`src/iwo_pkg.sv`:
```
package iwo_pkg;
  // AXI4-Lite register byte addresses.
  localparam logic [7:0] ADDR_MODE = 8'h00;
  localparam logic [7:0] ADDR_EDGE = 8'h04;
  localparam logic [7:0] ADDR_DATA = 8'h08;
  localparam logic [7:0] ADDR_CNT = 8'h0C;
  localparam logic [7:0] ADDR_TRIG = 8'h10;
  localparam logic [7:0] ADDR_STAT = 8'h14;
  localparam logic [7:0] ADDR_PRESC = 8'h18;
  // Mode register field positions.
  localparam int MODE_CKS_LSB = 14;
  localparam int MODE_COUNT_CLOCK_SOURCE_BIT = 12;
  localparam int MODE_MAS_BIT = 11;
  localparam int MODE_STS_LSB = 8;
  localparam int MODE_COS_LSB = 6;
  localparam int MODE_MD_LSB = 1;
  localparam int MODE_MD0_BIT = 0;
  localparam logic [15:0] MODE_WMASK = 16'hDFCF;
  // Trigger register bits.
  localparam int TRIG_START_BIT = 0;
  localparam int TRIG_STOP_BIT = 1;
  // Status register bits.
  localparam int STAT_EN_BIT = 0;
  localparam int STAT_RUN_BIT = 1;
  // Field encodings.
  localparam logic [1:0] EDGE_LOW_WIDTH = 2'h2;
  localparam logic [1:0] EDGE_HIGH_WIDTH = 2'h3;
  localparam logic [2:0] STS_INPUT_EDGE = 3'h2;
  localparam logic [3:0] MD_ONE_COUNT = 4'h4;
  // Reset values, plus the counter terminal and rest values.
  localparam logic [15:0] MODE_RESET = 16'h0000;
  localparam logic [1:0] EDGE_RESET = 2'h0;
  localparam logic [15:0] DATA_RESET = 16'h0000;
  localparam logic [15:0] CNT_RESET = 16'h0000;
  localparam logic [15:0] CNT_TERMINAL = 16'h0000;
  localparam logic [15:0] CNT_STOP_VALUE = 16'hFFFF;
  // Prescaler exponents for the four operation clocks, prescaler field widths and AXI response codes.
  localparam logic [15:0] PRESC_RESET = 16'h6420;
  localparam int PRESC_FIELD_W = 4;
  localparam int PRESC_W = 16;
  localparam logic [1:0] AXI_OKAY = 2'h0;
  localparam logic [1:0] AXI_SLVERR = 2'h2;
  typedef enum logic [2:0] {
    IWO_IDLE = 3'b001,
    IWO_WAIT = 3'b010,
    IWO_COUNT = 3'b100
  } iwo_state_t;
endpackage

```
`src/iwo_timer.sv`:
```
// Chosen here: the AXI4-Lite register port and the register addresses.
`timescale 1ns/1ps
// Summary of operation
// - Writing start trigger sets enable status and waits for a start edge.
// - Start edge loads counter from data register (FFFF) and counts down.
// - Stop edge halts counter, keeps value, waits for next start.
// - Later start edges reload FFFF and resume counting down.
// - Counter reaching 0000 before stop edge raises the channel interrupt.
// - After reaching zero the counter rests at FFFF awaiting a start.
// - Edge select 10 measures low width: falling starts, rising stops.
// - Edge select 11 measures high width: rising starts, falling stops.
// - Start edges during counting are ignored.
// - Clock select 00..11 picks one of four prescaled operation clocks.
// - Count clock source 0 counts on the selected operation clock.
// - Trigger source 010 uses input valid edge as start, reverse as stop.
// - Operating mode 0100 runs the channel in one-count mode.
// - Start interrupt control 0 raises no interrupt at operation start.
// - Start trigger bit clears itself after a write of one.
// - Stop trigger clears enable status and halts counter at its value.
// - Counter is readable at any time without disturbing counting.
// - Timer output pin is unused in this function.
module iwo_timer
  import iwo_pkg::*;
(
  input wire logic clk_i, // 25 MHz system clock.
  input wire logic rst_n_i, // Synchronous reset, active low.
  input wire logic ce_i, // Clock enable, freezes all state when low.
  input wire logic [7:0] s_axi_awaddr, // Write address.
  input wire logic s_axi_awvalid, // Write address valid.
  output logic s_axi_awready, // Write address ready.
  input wire logic [31:0] s_axi_wdata, // Write data.
  input wire logic [3:0] s_axi_wstrb, // Write byte strobes.
  input wire logic s_axi_wvalid, // Write data valid.
  output logic s_axi_wready, // Write data ready.
  output logic [1:0] s_axi_bresp, // Write response.
  output logic s_axi_bvalid, // Write response valid.
  input wire logic s_axi_bready, // Write response ready.
  input wire logic [7:0] s_axi_araddr, // Read address.
  input wire logic s_axi_arvalid, // Read address valid.
  output logic s_axi_arready, // Read address ready.
  output logic [31:0] s_axi_rdata, // Read data.
  output logic [1:0] s_axi_rresp, // Read response.
  output logic s_axi_rvalid, // Read data valid.
  input wire logic s_axi_rready, // Read data ready.
  input wire logic timer_input_i, // Monitored input pulse.
  output logic timer_output_pin_o, // Channel output, unused here.
  output logic channel_interrupt_o // One-cycle interrupt pulse.
);
  logic [15:0] channel_mode_config_reg;
  logic [1:0] input_edge_select_reg;
  logic [15:0] channel_data_register_reg;
  logic [15:0] channel_counter_reg;
  logic [15:0] presc_reg;
  logic channel_enable_status_reg;
  logic irq_reg;
  iwo_state_t state_reg;

  logic [7:0] aw_addr_reg;
  logic aw_held_reg;
  logic [31:0] w_data_reg;
  logic [3:0] w_strb_reg;
  logic w_held_reg;
  logic bvalid_reg;
  logic [1:0] bresp_reg;
  logic rvalid_reg;
  logic [31:0] rdata_reg;
  logic [1:0] rresp_reg;

  logic [3:0] tick;
  logic op_tick;
  logic rise;
  logic fall;
  logic start_edge;
  logic stop_edge;
  logic wr_fire;
  logic rd_fire;
  logic start_trig;
  logic stop_trig;
  logic wr_hit;
  logic [15:0] wr_lo;

  logic [1:0] cks;
  logic count_clock_source;
  logic [2:0] sts;
  logic [3:0] md;
  logic md0;
  logic mode_ok;
  logic [1:0] status_bits;

  assign cks = channel_mode_config_reg[MODE_CKS_LSB +: 2];
  assign count_clock_source = channel_mode_config_reg[MODE_COUNT_CLOCK_SOURCE_BIT];
  assign sts = channel_mode_config_reg[MODE_STS_LSB +: 3];
  assign md = channel_mode_config_reg[MODE_MD_LSB +: 4];
  assign md0 = channel_mode_config_reg[MODE_MD0_BIT];
  // Only the one-count, input-triggered configuration counts; other settings stay idle.
  assign mode_ok = (md == MD_ONE_COUNT) && (sts == STS_INPUT_EDGE) && !count_clock_source;

  iwo_prescaler u_presc (
    .clk_i(clk_i),
    .rst_n_i(rst_n_i),
    .ce_i(ce_i),
    .presc_i(presc_reg),
    .tick_o(tick)
  );

  assign op_tick = tick[cks];

  iwo_edge_detect u_edge (
    .clk_i(clk_i),
    .rst_n_i(rst_n_i),
    .ce_i(ce_i),
    .tick_i(op_tick),
    .timer_input_i(timer_input_i),
    .rise_o(rise),
    .fall_o(fall)
  );

  // Codes 00 and 01 select no edges, so a started channel simply waits.
  always_comb begin
    case (input_edge_select_reg)
      EDGE_LOW_WIDTH: begin
        start_edge = op_tick && fall;
        stop_edge = op_tick && rise;
      end
      EDGE_HIGH_WIDTH: begin
        start_edge = op_tick && rise;
        stop_edge = op_tick && fall;
      end
      default: begin
        start_edge = 1'b0;
        stop_edge = 1'b0;
      end
    endcase
  end

  // Write path: address and data are caught independently, in either order.
  // Ready stays low while the clock enable is low, so no handshake completes on a frozen edge.
  assign s_axi_awready = ce_i && !aw_held_reg && !bvalid_reg;
  assign s_axi_wready = ce_i && !w_held_reg && !bvalid_reg;
  assign wr_fire = aw_held_reg && w_held_reg && !bvalid_reg && ce_i;
  assign wr_lo = {s_axi_wstrb_hi(w_strb_reg[1], w_data_reg[15:8]), s_axi_wstrb_hi(w_strb_reg[0], w_data_reg[7:0])};
  assign wr_hit = wr_fire && (w_strb_reg[1:0] != 2'h0);

  function automatic logic [7:0] s_axi_wstrb_hi(input logic en, input logic [7:0] d);
    s_axi_wstrb_hi = en ? d : 8'h00;
  endfunction

  // Byte lanes without a strobe keep the register's old contents.
  function automatic logic [15:0] merge(input logic [15:0] old, input logic [1:0] st, input logic [15:0] d);
    merge = {st[1] ? d[15:8] : old[15:8], st[0] ? d[7:0] : old[7:0]};
  endfunction

  // An unmapped word answers with an error instead of silently aliasing a register.
  function automatic logic reg_mapped(input logic [7:0] a);
    case (a)
      ADDR_MODE, ADDR_EDGE, ADDR_DATA, ADDR_CNT, ADDR_TRIG, ADDR_STAT, ADDR_PRESC: reg_mapped = 1'b1;
      default: reg_mapped = 1'b0;
    endcase
  endfunction

  // Trigger bits are write-only pulses, so they clear themselves by construction.
  assign start_trig = wr_fire && (aw_addr_reg == ADDR_TRIG) && w_strb_reg[0] && wr_lo[TRIG_START_BIT];
  assign stop_trig = wr_fire && (aw_addr_reg == ADDR_TRIG) && w_strb_reg[0] && wr_lo[TRIG_STOP_BIT];

  always_ff @(posedge clk_i) begin
    if (!rst_n_i) begin
      aw_held_reg <= 1'b0;
      aw_addr_reg <= 8'h00;
    end else if (ce_i) begin
      if (s_axi_awvalid && s_axi_awready) begin
        aw_held_reg <= 1'b1;
        aw_addr_reg <= {s_axi_awaddr[7:2], 2'h0};
      end else if (wr_fire) begin
        aw_held_reg <= 1'b0;
      end
    end
  end

  always_ff @(posedge clk_i) begin
    if (!rst_n_i) begin
      w_held_reg <= 1'b0;
      w_data_reg <= 32'h00000000;
      w_strb_reg <= 4'h0;
    end else if (ce_i) begin
      if (s_axi_wvalid && s_axi_wready) begin
        w_held_reg <= 1'b1;
        w_data_reg <= s_axi_wdata;
        w_strb_reg <= s_axi_wstrb;
      end else if (wr_fire) begin
        w_held_reg <= 1'b0;
      end
    end
  end

  always_ff @(posedge clk_i) begin
    if (!rst_n_i) begin
      bvalid_reg <= 1'b0;
      bresp_reg <= AXI_OKAY;
    end else if (ce_i) begin
      if (wr_fire) begin
        bvalid_reg <= 1'b1;
        bresp_reg <= reg_mapped(aw_addr_reg) ? AXI_OKAY : AXI_SLVERR;
      end else if (s_axi_bready) begin
        bvalid_reg <= 1'b0;
      end
    end
  end

  assign s_axi_bvalid = bvalid_reg;
  assign s_axi_bresp = bresp_reg;

  // Configuration registers.
  // Trigger, counter and status words are not stored, so writes to them change nothing here.
  always_ff @(posedge clk_i) begin
    if (!rst_n_i) begin
      channel_mode_config_reg <= MODE_RESET;
      input_edge_select_reg <= EDGE_RESET;
      channel_data_register_reg <= DATA_RESET;
      presc_reg <= PRESC_RESET;
    end else if (ce_i && wr_hit) begin
      case (aw_addr_reg)
        ADDR_MODE: channel_mode_config_reg <= merge(channel_mode_config_reg, w_strb_reg[1:0], wr_lo & MODE_WMASK);
        ADDR_EDGE: begin
          if (w_strb_reg[0]) begin
            input_edge_select_reg <= wr_lo[1:0];
          end
        end
        ADDR_DATA: channel_data_register_reg <= merge(channel_data_register_reg, w_strb_reg[1:0], wr_lo);
        ADDR_PRESC: presc_reg <= merge(presc_reg, w_strb_reg[1:0], wr_lo);
        default: begin
        end
      endcase
    end
  end

  // Channel enable status.
  // Enable status stays set after a zero-reach; only the stop trigger clears it.
  always_ff @(posedge clk_i) begin
    if (!rst_n_i) begin
      channel_enable_status_reg <= 1'b0;
    end else if (ce_i) begin
      if (start_trig) begin
        channel_enable_status_reg <= 1'b1;
      end else if (stop_trig) begin
        channel_enable_status_reg <= 1'b0;
      end
    end
  end

  // Counter state machine; the stop trigger halts without touching the count.
  always_ff @(posedge clk_i) begin
    if (!rst_n_i) begin
      state_reg <= IWO_IDLE;
      channel_counter_reg <= CNT_RESET;
      irq_reg <= 1'b0;
    end else if (ce_i) begin
      irq_reg <= 1'b0;
      // A start and a stop in one write resolve to start, matching the enable status.
      if (stop_trig && !start_trig) begin
        state_reg <= IWO_IDLE;
      end else begin
        case (state_reg)
          IWO_IDLE: begin
            if (start_trig) begin
              state_reg <= IWO_WAIT;
            end
          end
          IWO_WAIT: begin
            // The mode is checked only here, so an MD, STS or count clock source change mid-count applies from the next start.
            if (start_edge && mode_ok) begin
              channel_counter_reg <= channel_data_register_reg;
              state_reg <= IWO_COUNT;
            end
          end
          IWO_COUNT: begin
            // Start edges are not examined here, so a count cannot be restarted.
            if (stop_edge) begin
              state_reg <= IWO_WAIT;
            end else if (op_tick) begin
              if (channel_counter_reg == CNT_TERMINAL) begin
                irq_reg <= 1'b1;
                channel_counter_reg <= CNT_STOP_VALUE;
                state_reg <= IWO_WAIT;
              end else begin
                channel_counter_reg <= channel_counter_reg - 16'h0001;
              end
            end
          end
          default: state_reg <= IWO_IDLE;
        endcase
      end
    end
  end

  // The interrupt is one clock wide; there is no pending flag to clear.
  assign channel_interrupt_o = irq_reg;
  assign timer_output_pin_o = 1'b0;

  // Bit 1 shows counting, bit 0 the enable status, which survives a zero-reach.
  assign status_bits = {state_reg == IWO_COUNT, channel_enable_status_reg};

  // Read path; reads have no side effects on the counter.
  // The counter is copied into the read data register, so a read never stalls counting.
  assign s_axi_arready = ce_i && !rvalid_reg;
  assign rd_fire = s_axi_arvalid && s_axi_arready && ce_i;

  always_ff @(posedge clk_i) begin
    if (!rst_n_i) begin
      rvalid_reg <= 1'b0;
      rdata_reg <= 32'h00000000;
      rresp_reg <= AXI_OKAY;
    end else if (ce_i) begin
      if (rd_fire) begin
        rvalid_reg <= 1'b1;
        rresp_reg <= AXI_OKAY;
        case ({s_axi_araddr[7:2], 2'h0})
          ADDR_MODE: rdata_reg <= {16'h0000, channel_mode_config_reg};
          ADDR_EDGE: rdata_reg <= {30'h00000000, input_edge_select_reg};
          ADDR_DATA: rdata_reg <= {16'h0000, channel_data_register_reg};
          ADDR_CNT: rdata_reg <= {16'h0000, channel_counter_reg};
          ADDR_TRIG: rdata_reg <= 32'h00000000;
          ADDR_STAT: rdata_reg <= {30'h00000000, status_bits};
          ADDR_PRESC: rdata_reg <= {16'h0000, presc_reg};
          default: begin
            rdata_reg <= 32'h00000000;
            rresp_reg <= AXI_SLVERR;
          end
        endcase
      end else if (s_axi_rready) begin
        rvalid_reg <= 1'b0;
      end
    end
  end

  assign s_axi_rvalid = rvalid_reg;
  assign s_axi_rdata = rdata_reg;
  assign s_axi_rresp = rresp_reg;
endmodule

```
`src/iwo_prescaler.sv`:
```
`timescale 1ns/1ps
module iwo_prescaler
  import iwo_pkg::*;
(
  input wire logic clk_i, // System clock.
  input wire logic rst_n_i, // Synchronous reset, active low.
  input wire logic ce_i, // Clock enable.
  input wire logic [15:0] presc_i, // Four 4-bit divide exponents.
  output logic [3:0] tick_o // One tick per operation clock.
);
  logic [PRESC_W-1:0] div_reg;

  always_ff @(posedge clk_i) begin
    if (!rst_n_i) begin
      div_reg <= '0;
    end else if (ce_i) begin
      div_reg <= div_reg + 16'h0001;
    end
  end

  // A tick fires when all bits below the exponent are ones, giving a 2^k divide.
  genvar g;
  generate
    for (g = 0; g < 4; g++) begin : g_tick
      logic [PRESC_W-1:0] mask;
      assign mask = (16'h0001 << presc_i[g*PRESC_FIELD_W +: PRESC_FIELD_W]) - 16'h0001;
      assign tick_o[g] = ce_i && ((div_reg & mask) == mask);
    end
  endgenerate
endmodule

```
`src/iwo_edge_detect.sv`:
```
`timescale 1ns/1ps
module iwo_edge_detect
  import iwo_pkg::*;
(
  input wire logic clk_i, // System clock.
  input wire logic rst_n_i, // Synchronous reset, active low.
  input wire logic ce_i, // Clock enable.
  input wire logic tick_i, // Operation clock tick.
  input wire logic timer_input_i, // Monitored input.
  output logic rise_o, // Rising edge seen on this tick.
  output logic fall_o // Falling edge seen on this tick.
);
  logic samp_reg;
  logic prev_reg;

  // The input is sampled once per operation clock, so edges resolve to one tick.
  always_ff @(posedge clk_i) begin
    if (!rst_n_i) begin
      samp_reg <= 1'b0;
      prev_reg <= 1'b0;
    end else if (ce_i && tick_i) begin
      samp_reg <= timer_input_i;
      prev_reg <= samp_reg;
    end
  end

  assign rise_o = samp_reg && !prev_reg;
  assign fall_o = !samp_reg && prev_reg;
endmodule

```
`config.mk`:
```
export PLATFORM = sky130hd
export DESIGN_NAME = iwo_timer
export DESIGN_NICKNAME = d
export VERILOG_FILES = /design/src/iwo_pkg.sv /design/src/iwo_timer.sv /design/src/iwo_prescaler.sv /design/src/iwo_edge_detect.sv
export SDC_FILE = /design/constraint.sdc
export NUM_CORES = 1
export LEC_CHECK = 0
export ABC_AREA = 0
export BUFFER_PORTS_ARGS = -buffer_cell sky130_fd_sc_hd__buf_2
export CORE_UTILIZATION = 45
export CTS_CLUSTER_DIAMETER = 30
export DETAILED_ROUTE_END_ITERATION = 12
export GPL_TIMING_DRIVEN = 0
export PLACE_DENSITY = 0.72
export REMOVE_ABC_BUFFERS = 1
export SYNTH_ARGS = -nofsm -noshare
export SYNTH_HDL_FRONTEND = slang
export SYNTH_SLANG_ARGS = --single-unit
```
`constraint.sdc`:
```
create_clock -name clk_i -period 4.25 [get_ports clk_i]
set_input_delay 0.425 -clock clk_i [delete_from_list [all_inputs] [get_ports clk_i]]
set_output_delay 0.425 -clock clk_i [all_outputs]
set_load 0.02 [all_outputs]
```
==> results of run 1 <==
## cell type report
type                    instances  area (µm²)  area share
multi-input cells             710        4377      0.5240
clock inverters                15       183.9     0.02202
inverters                      20       77.57    0.009288
clock buffers                  17       425.4     0.05094
well taps                     216       270.3     0.03236
flip-flops and latches        131        2623      0.3140
repair buffers                 70       395.4     0.04734
## logic make-up (layout without fill, tap and decap cells)
logic type / count (synthesis) / count (layout) / share of synthesized area
other: 1 / 19 / 0.0005042
muxes: 76 / 76 / 0.1072
adders and majority gates: 7 / 7 / 0.01178
and+or+nand+nor: 378 / 378 / 0.2428
buffers and inverters: 116 / 122 / 0.07049
DFF: 131 / 131 / 0.3526
xor gates and xnor gates: 21 / 21 / 0.02473
AOI/OAI and AO/OA: 209 / 209 / 0.1899
## worst max path at each step
stage                 start                       to  slack (ns)  cells after the start
2_1_floorplan  presc_reg[1]  channel_counter_reg[15]        0.79                     11
3_3_place_gp   presc_reg[1]  channel_counter_reg[15]       -0.03                     11
3_5_place_dp   presc_reg[1]   channel_counter_reg[2]        0.03                     11
4_1_cts        presc_reg[1]  channel_counter_reg[15]        0.03                     11
5_1_grt        presc_reg[1]      channel_interrupt_o        0.18                     11
6_report       presc_reg[1]      channel_interrupt_o        0.30                     11
## per-layer routing
layer,up-vias,track usage,part of all wire
met5,-,0,0
met4,0,0.09669,0.020
met3,46,0.05171,0.074
met2,295,0.3968,0.47
met1,3299,0.3203,0.43
li1,3369,-,-
## stage by stage
step                      hold WS [ns]  cells  power, µW
after CTS                       0.2172   1176       2944
after global routing            0.2274   1179       3021
final                           0.2233   1179       2930
after global placement          0.4491   1139       1474
after floorplan                 0.4315    861       1405
after detailed placement        0.4559   1144       1482
## critical path: stages, from the launching register on
cell and delay [ns]:
dfxtp_1 0.49, or3_1 0.47, or2_2 0.29, ha_1 0.30, nor2_1 0.04, or4_1 0.48, nor4_1 0.29, nand4_1 0.13
or3_1 0.38, and4_4 0.28, or4_1 0.56, a21oi_1 0.15
## power by group
| group | switching [µW] | internal (µW) | total [µW] | leakage (µW) |
|---|---|---|---|---|
| Sequential | 27.4 | 1250 | 1280 | 0.00106 |
| Combinational | 118 | 63.0 | 181 | 0.00196 |
| Clock | 676 | 796 | 1470 | 0.000296 |
## synth_stat cells (all sizes together), types with 4 or more instances
cell,instances
a211oi,7
a21oi,69
a222oi,13
a31oi,12
and2,6
and3,5
and3b,4
and4,5
buf,26
clkbuf,70
dfxtp,131
ha,7
inv,20
mux2,19
mux2i,56
nand2,94
nand2b,14
nand3,18
nand4,8
nor2,139
nor2b,8
nor3,25
nor3b,9
nor4,10
nor4b,8
o2111ai,9
o211ai,9
o21ai,36
o221a,9
o22ai,4
or2,5
or3,10
xnor2,13
xor2,8
## what timing repair did
item	in CTS	in global routing
pin swaps	1	0
setup buffers	0	3
hold buffers	0	0
setup endpoints to repair	2	9
==> metrics, run 1 <==
worst path required time=between 4 and 5 ns; Max Clock Skew=~0.012 ns; CTS tree=done; Yosys top cell by area=dfxtp_1; syn avg cell area=7.920 µm²; post-cts sizing count=0; Critical Path Source Type=flip-flop; worst reg2reg path startpoint=presc_reg[1]; commonest non-fill, non-tap cells in the layout=nor2_1, dfxtp_1, nand2_1; clk root buf=clkbuf_16; DRC=0; routed length per instance=around 17 µm; commonest non-fill, non-tap cell in the layout=nor2_1; critical path endpoint category=flip-flop; setup slack after layout=just over 0.3 ns; FF-to-FF path depth=11; die width=130.6 µm; row cnt=46; worst min path class=in2reg; clock slew at reported path FFs=0.07 ns; r2r endpoint=channel_interrupt_o; reg-to-reg setup timing slack=roughly 0.30 ns; synth top area cells=dfxtp_1, mux2i_1, nor2_1; DRT Pass-1 Iters=7; TritonCTS Buffers=17; dpl ws=roughly 0.026 ns; Via density=around 5.9; fmax=approximately 0.25 GHz; pin count of the biggest net entering global routing=between 60 and 70; layout cell share with drive strength beyond 1=0.1475; status=finished clean; register area share after synthesis=0.3526; die height=around 130 µm; Peak VDD IR=just over 300 µV; yosys warns=0; Mapped Cells=roughly 940; number of antenna violations at the first check in global routing=0; Final period util=0.9287; WS Path Type=reg2reg; Final Net Count=slightly above 1000; detailed placer's ending HPWL=roughly 14000 µm; htree depth=4; top_reg_cell synth=dfxtp_1; min Tclk post-route=about 3.9 ns; worst-path fanout max=18; total of max-cap violations=0; drt first-iter violations=a little under 700; Slew @ Worst Pin=0.9842 ns; Placed Area=7720 µm²; P per Cell Area=350.8 nW/µm²; first-pass GRT wire length=32170 µm; Yosys cell types=69; EDFF count, synth=0; leakage=0.003319 µW; top cell type's share of synthesized area=0.3526; clk_lat worst skew=about 0.43 ns; PortBufs=just over 60; final-report max-slew violation count=0; via count=roughly 7000; filler cell count=roughly 1600; Post-Syn Area=approximately 7400 µm²; WHS Path Cells=3; GRT overflow=0; Endpoint, Worst Hold=w_data_reg[3]; Relative slew margins=0.3346; TNS Setup=0 ns; number of synthesized register bits=approximately 130; unrepaired setup endpoints after global routing=no; final design utilization=0.5220; area delta synth->final=12.30%; Hold Fails Final Rpt=0; # diodes=0; final instance area=between 8000 and 9000 µm²; Initial Util=0.4648; DIE AREA=between 15000 and 20000 µm²; Routed Antenna Nets=0; core area=approximately 16000 µm²; clk sinks=~130; Setup Viol. Count Final=0; FFs w/ async S/R, synth=0; Top Ports=around 100; worst path arrival time=roughly 4.3 ns; total track usage=0.2458; GPL Wtd Cong=about 0.89; worst-case clock buffer depth=2; vias in the first global route=6219; final WL=20600 µm; Worst Hold Launch=s_axi_wdata[3]
No activity file was read; power rests on OpenSTA's default activity.
==> run 2: changes to the inputs <==
--- a/config.mk
+++ b/config.mk
@@ -12,7 +12,6 @@
 export DETAILED_ROUTE_END_ITERATION = 12
 export GPL_TIMING_DRIVEN = 0
 export PLACE_DENSITY = 0.72
-export REMOVE_ABC_BUFFERS = 1
 export SYNTH_ARGS = -nofsm -noshare
 export SYNTH_HDL_FRONTEND = slang
 export SYNTH_SLANG_ARGS = --single-unit
==> metrics, run 2 (synthesized netlist as in run 1, its figures left out) <==
pin count of the biggest net entering global routing=17 (was 61); worst path required time=4.61 ns (about the same); area delta synth->final=16.64% (was 12.30%); row cnt=46 (unchanged); commonest non-fill, non-tap cell in the layout=nor2_1 (unchanged); hold_ws=0.2236 ns (was 0.2233 ns); reg-to-reg setup timing slack=0.21 ns (was 0.30 ns); final-report max-slew violation count=0 (unchanged); TNS Setup=0 ns (unchanged); clk_lat worst skew=0.43 ns (about the same); Worst Hold Launch=s_axi_awaddr[3] (was s_axi_wdata[3]); DRC=0 (unchanged); Critical Path Source Type=flip-flop (unchanged); CP Cell Sequence=clkbuf_1 -> inv_1 -> or2_2 -> ha_1 -> nor2_1 -> or4_1 -> nor4_1 -> nand4_1 -> or3_1 -> and4_4 -> buf_6 -> or4_1 -> a21oi_1 (was or3_1 -> or2_2 -> ha_1 -> nor2_1 -> or4_1 -> nor4_1 -> nand4_1 -> or3_1 -> and4_4 -> or4_1 -> a21oi_1); Max Clock Skew=0.01124 ns (was 0.01220 ns); Int Pwr=2205 µW (was 2108 µW); Clock Power Share=0.501 (was 0.502); Final period util=0.9514 (was 0.9287); critical path endpoint category=flip-flop (unchanged); Top Ports=104 (unchanged); core area=16000 µm² (unchanged); unrepaired setup endpoints after global routing=no (unchanged); Relative slew margins=0.2570 (was 0.3346); WS Path Type=reg2reg (unchanged); GR Util met2=0.4320 (was 0.3968); leakage=0.003455 µW (was 0.003319 µW); worst-path fanout max=9 (was 18); Post-CTS Setup Repair Bufs=0 (unchanged); P per Cell Area=343.7 nW/µm² (was 350.8 nW/µm²); CP most frequent cell=or4_1; grt peak-use layer=met2 (unchanged); Seq pwr share=0.428 (was 0.436); filler cell count=1543 (was 1563); Hold Fails Final Rpt=0 (unchanged); min Tclk post-route=4.044 ns (was 3.947 ns); final WL=23480 µm (was 20600 µm); CP max stage delay=0.54 ns (was 0.56 ns); # diodes=0 (unchanged); clk sinks=131 (unchanged); WHS Path Cells=3 (unchanged); r2r endpoint=channel_interrupt_o (unchanged); routed length per instance=18.56 µm (was 17.47 µm); commonest non-fill, non-tap cells in the layout=nor2_1, dfxtp_1, nand2_1 (unchanged); die width=130.6 µm (unchanged); Switch Pwr=776.2 µW (was 821.6 µW); PortBufs=60 (was 62); fmax=0.2473 GHz (was 0.2534 GHz); Top delay family on crit path=simple AND/OR/NAND/NOR gates (unchanged); worst reg2reg path startpoint=presc_reg[0] (was presc_reg[1]); Gate power share=0.071 (was 0.062); first-pass GRT wire length=36470 µm (was 32170 µm); clk root buf=clkbuf_16 (unchanged); die height=130.6 µm (unchanged); Endpoint, Worst Hold=aw_addr_reg[3] (was w_data_reg[3]); Initial Util=0.4648 (unchanged); status=finished clean (unchanged); total track usage=0.2850 (was 0.2458); DIE AREA=17040 µm² (unchanged); layout cell share with drive strength beyond 1=0.1459 (was 0.1475); FF-to-FF path depth=13 (was 11); met1 GRT Util=0.3964 (was 0.3203); TritonCTS Buffers=17 (unchanged); register area=2623 µm² (unchanged); clock slew at reported path FFs=0.06 ns (was 0.07 ns); Crit path buffers/inverters=3 (was 0); Slowest cell on crit path=or4_1 (unchanged); GPL Wtd Cong=0.9695 (was 0.8938); Via density=5.862 (was 5.945); Setup Viol. Count Final=0 (unchanged); drt first-iter violations=992 (was 695); detailed placer's ending HPWL=16830 µm (was 13710 µm); GR Util met3=0.05049 (was 0.05171); CTS tree=done (unchanged); worst path arrival time=4.40 ns (was 4.31 ns); via count=7415 (was 7009); Slew @ Worst Pin=1.099 ns (was 0.9842 ns); worst-case clock buffer depth=2 (unchanged); number of antenna violations at the first check in global routing=0 (unchanged); final design utilization=0.5421 (was 0.5220); Routed Antenna Nets=0 (unchanged); GRT overflow=0 (unchanged); vias in the first global route=6581 (was 6219); area occupied by multi-input gates=4358 µm² (was 4377 µm²); switch share=0.2604 (was 0.2804); Final Net Count=1104 (was 1018); worst min path class=in2reg (unchanged); htree depth=4 (unchanged); DRT Pass-1 Iters=8 (was 7); total of max-cap violations=0 (unchanged); Peak VDD IR=300.7 µV (was 308.5 µV)
## run 2: changes by cell type in the layout (fill, tap and decap cells not counted), moves of 2 or more
cell / change
clkinvlp_4: +5
buf_4: +17
clkinv_8: -6
bufinv_16: +2
clkbuf_1: +70
## run 2: worst reg2reg max path: stages, from the launching register on
cell and delay (ns):
dfxtp_1 0.30, clkbuf_1 0.47, inv_1 0.19, or2_2 0.33, ha_1 0.29, nor2_1 0.04
or4_1 0.50, nor4_1 0.31, nand4_1 0.13, or3_1 0.37, and4_4 0.21, buf_6 0.14
or4_1 0.55, a21oi_1 0.15
## run 2: layer usage
| metal | share of wire | vias up |
|---|---|---|
| li1 | - | 3544 |
| met2 | 0.43 | 401 |
| met5 | 0 | - |
| met4 | 0.034 | 0 |
| met1 | 0.44 | 3413 |
| met3 | 0.096 | 57 |
## run 2: final cells by class
| class | instances | share of cell area |
|---|---|---|
| buffer | 96 | 0.05193 |
| sequential | 131 | 0.3023 |
| timing repair buffer | 60 | 0.03462 |
| multi-input combinational | 710 | 0.5024 |
| inverter | 20 | 0.008654 |
| clock inverter | 15 | 0.01990 |
| clock buffer | 17 | 0.04904 |
| tap | 216 | 0.03116 |
## run 2: how the worst max path moves through the flow
stage,start,endpoint,cells past startpoint
global placement,presc_reg[0],u_edge.samp_reg,13
floorplan,presc_reg[1],channel_interrupt_o,12
finish,presc_reg[0],channel_interrupt_o,13
global route,presc_reg[0],channel_counter_reg[8],14
CTS,presc_reg[0],channel_counter_reg[10],13
detailed placement,presc_reg[0],u_edge.samp_reg,13
## run 2: power groups by stage
stage / Sequential (µW) / Combinational, µW / Clock [µW]
2_1_floorplan: 1300 / 138 / 0
3_3_place_gp: 1300 / 207 / 0
3_5_place_dp: 1300 / 209 / 0
4_1_cts: 1270 / 210 / 1500
5_1_grt: 1280 / 233 / 1560
6_report: 1270 / 213 / 1490
## run 2: per-stage QoR
step           instance area, µm²  setup WS (ns)  std cells  power [µW]
3_3_place_gp                 8075         0.2323       1233        1508
6_report                     8675         0.2064       1265        2981
5_1_grt                      8675        0.04521       1265        3074
3_5_place_dp                 8075         0.1997       1233        1511
4_1_cts                      8673         0.2088       1265        2988
2_1_floorplan                7505         0.8405        957        1435
## run 2: what timing repair did
action / 4_1_cts / 5_1_grt
hold buffers: 0 / 0
gates resized for setup: 0 / 1
endpoints found under the setup margin: 0 / 8
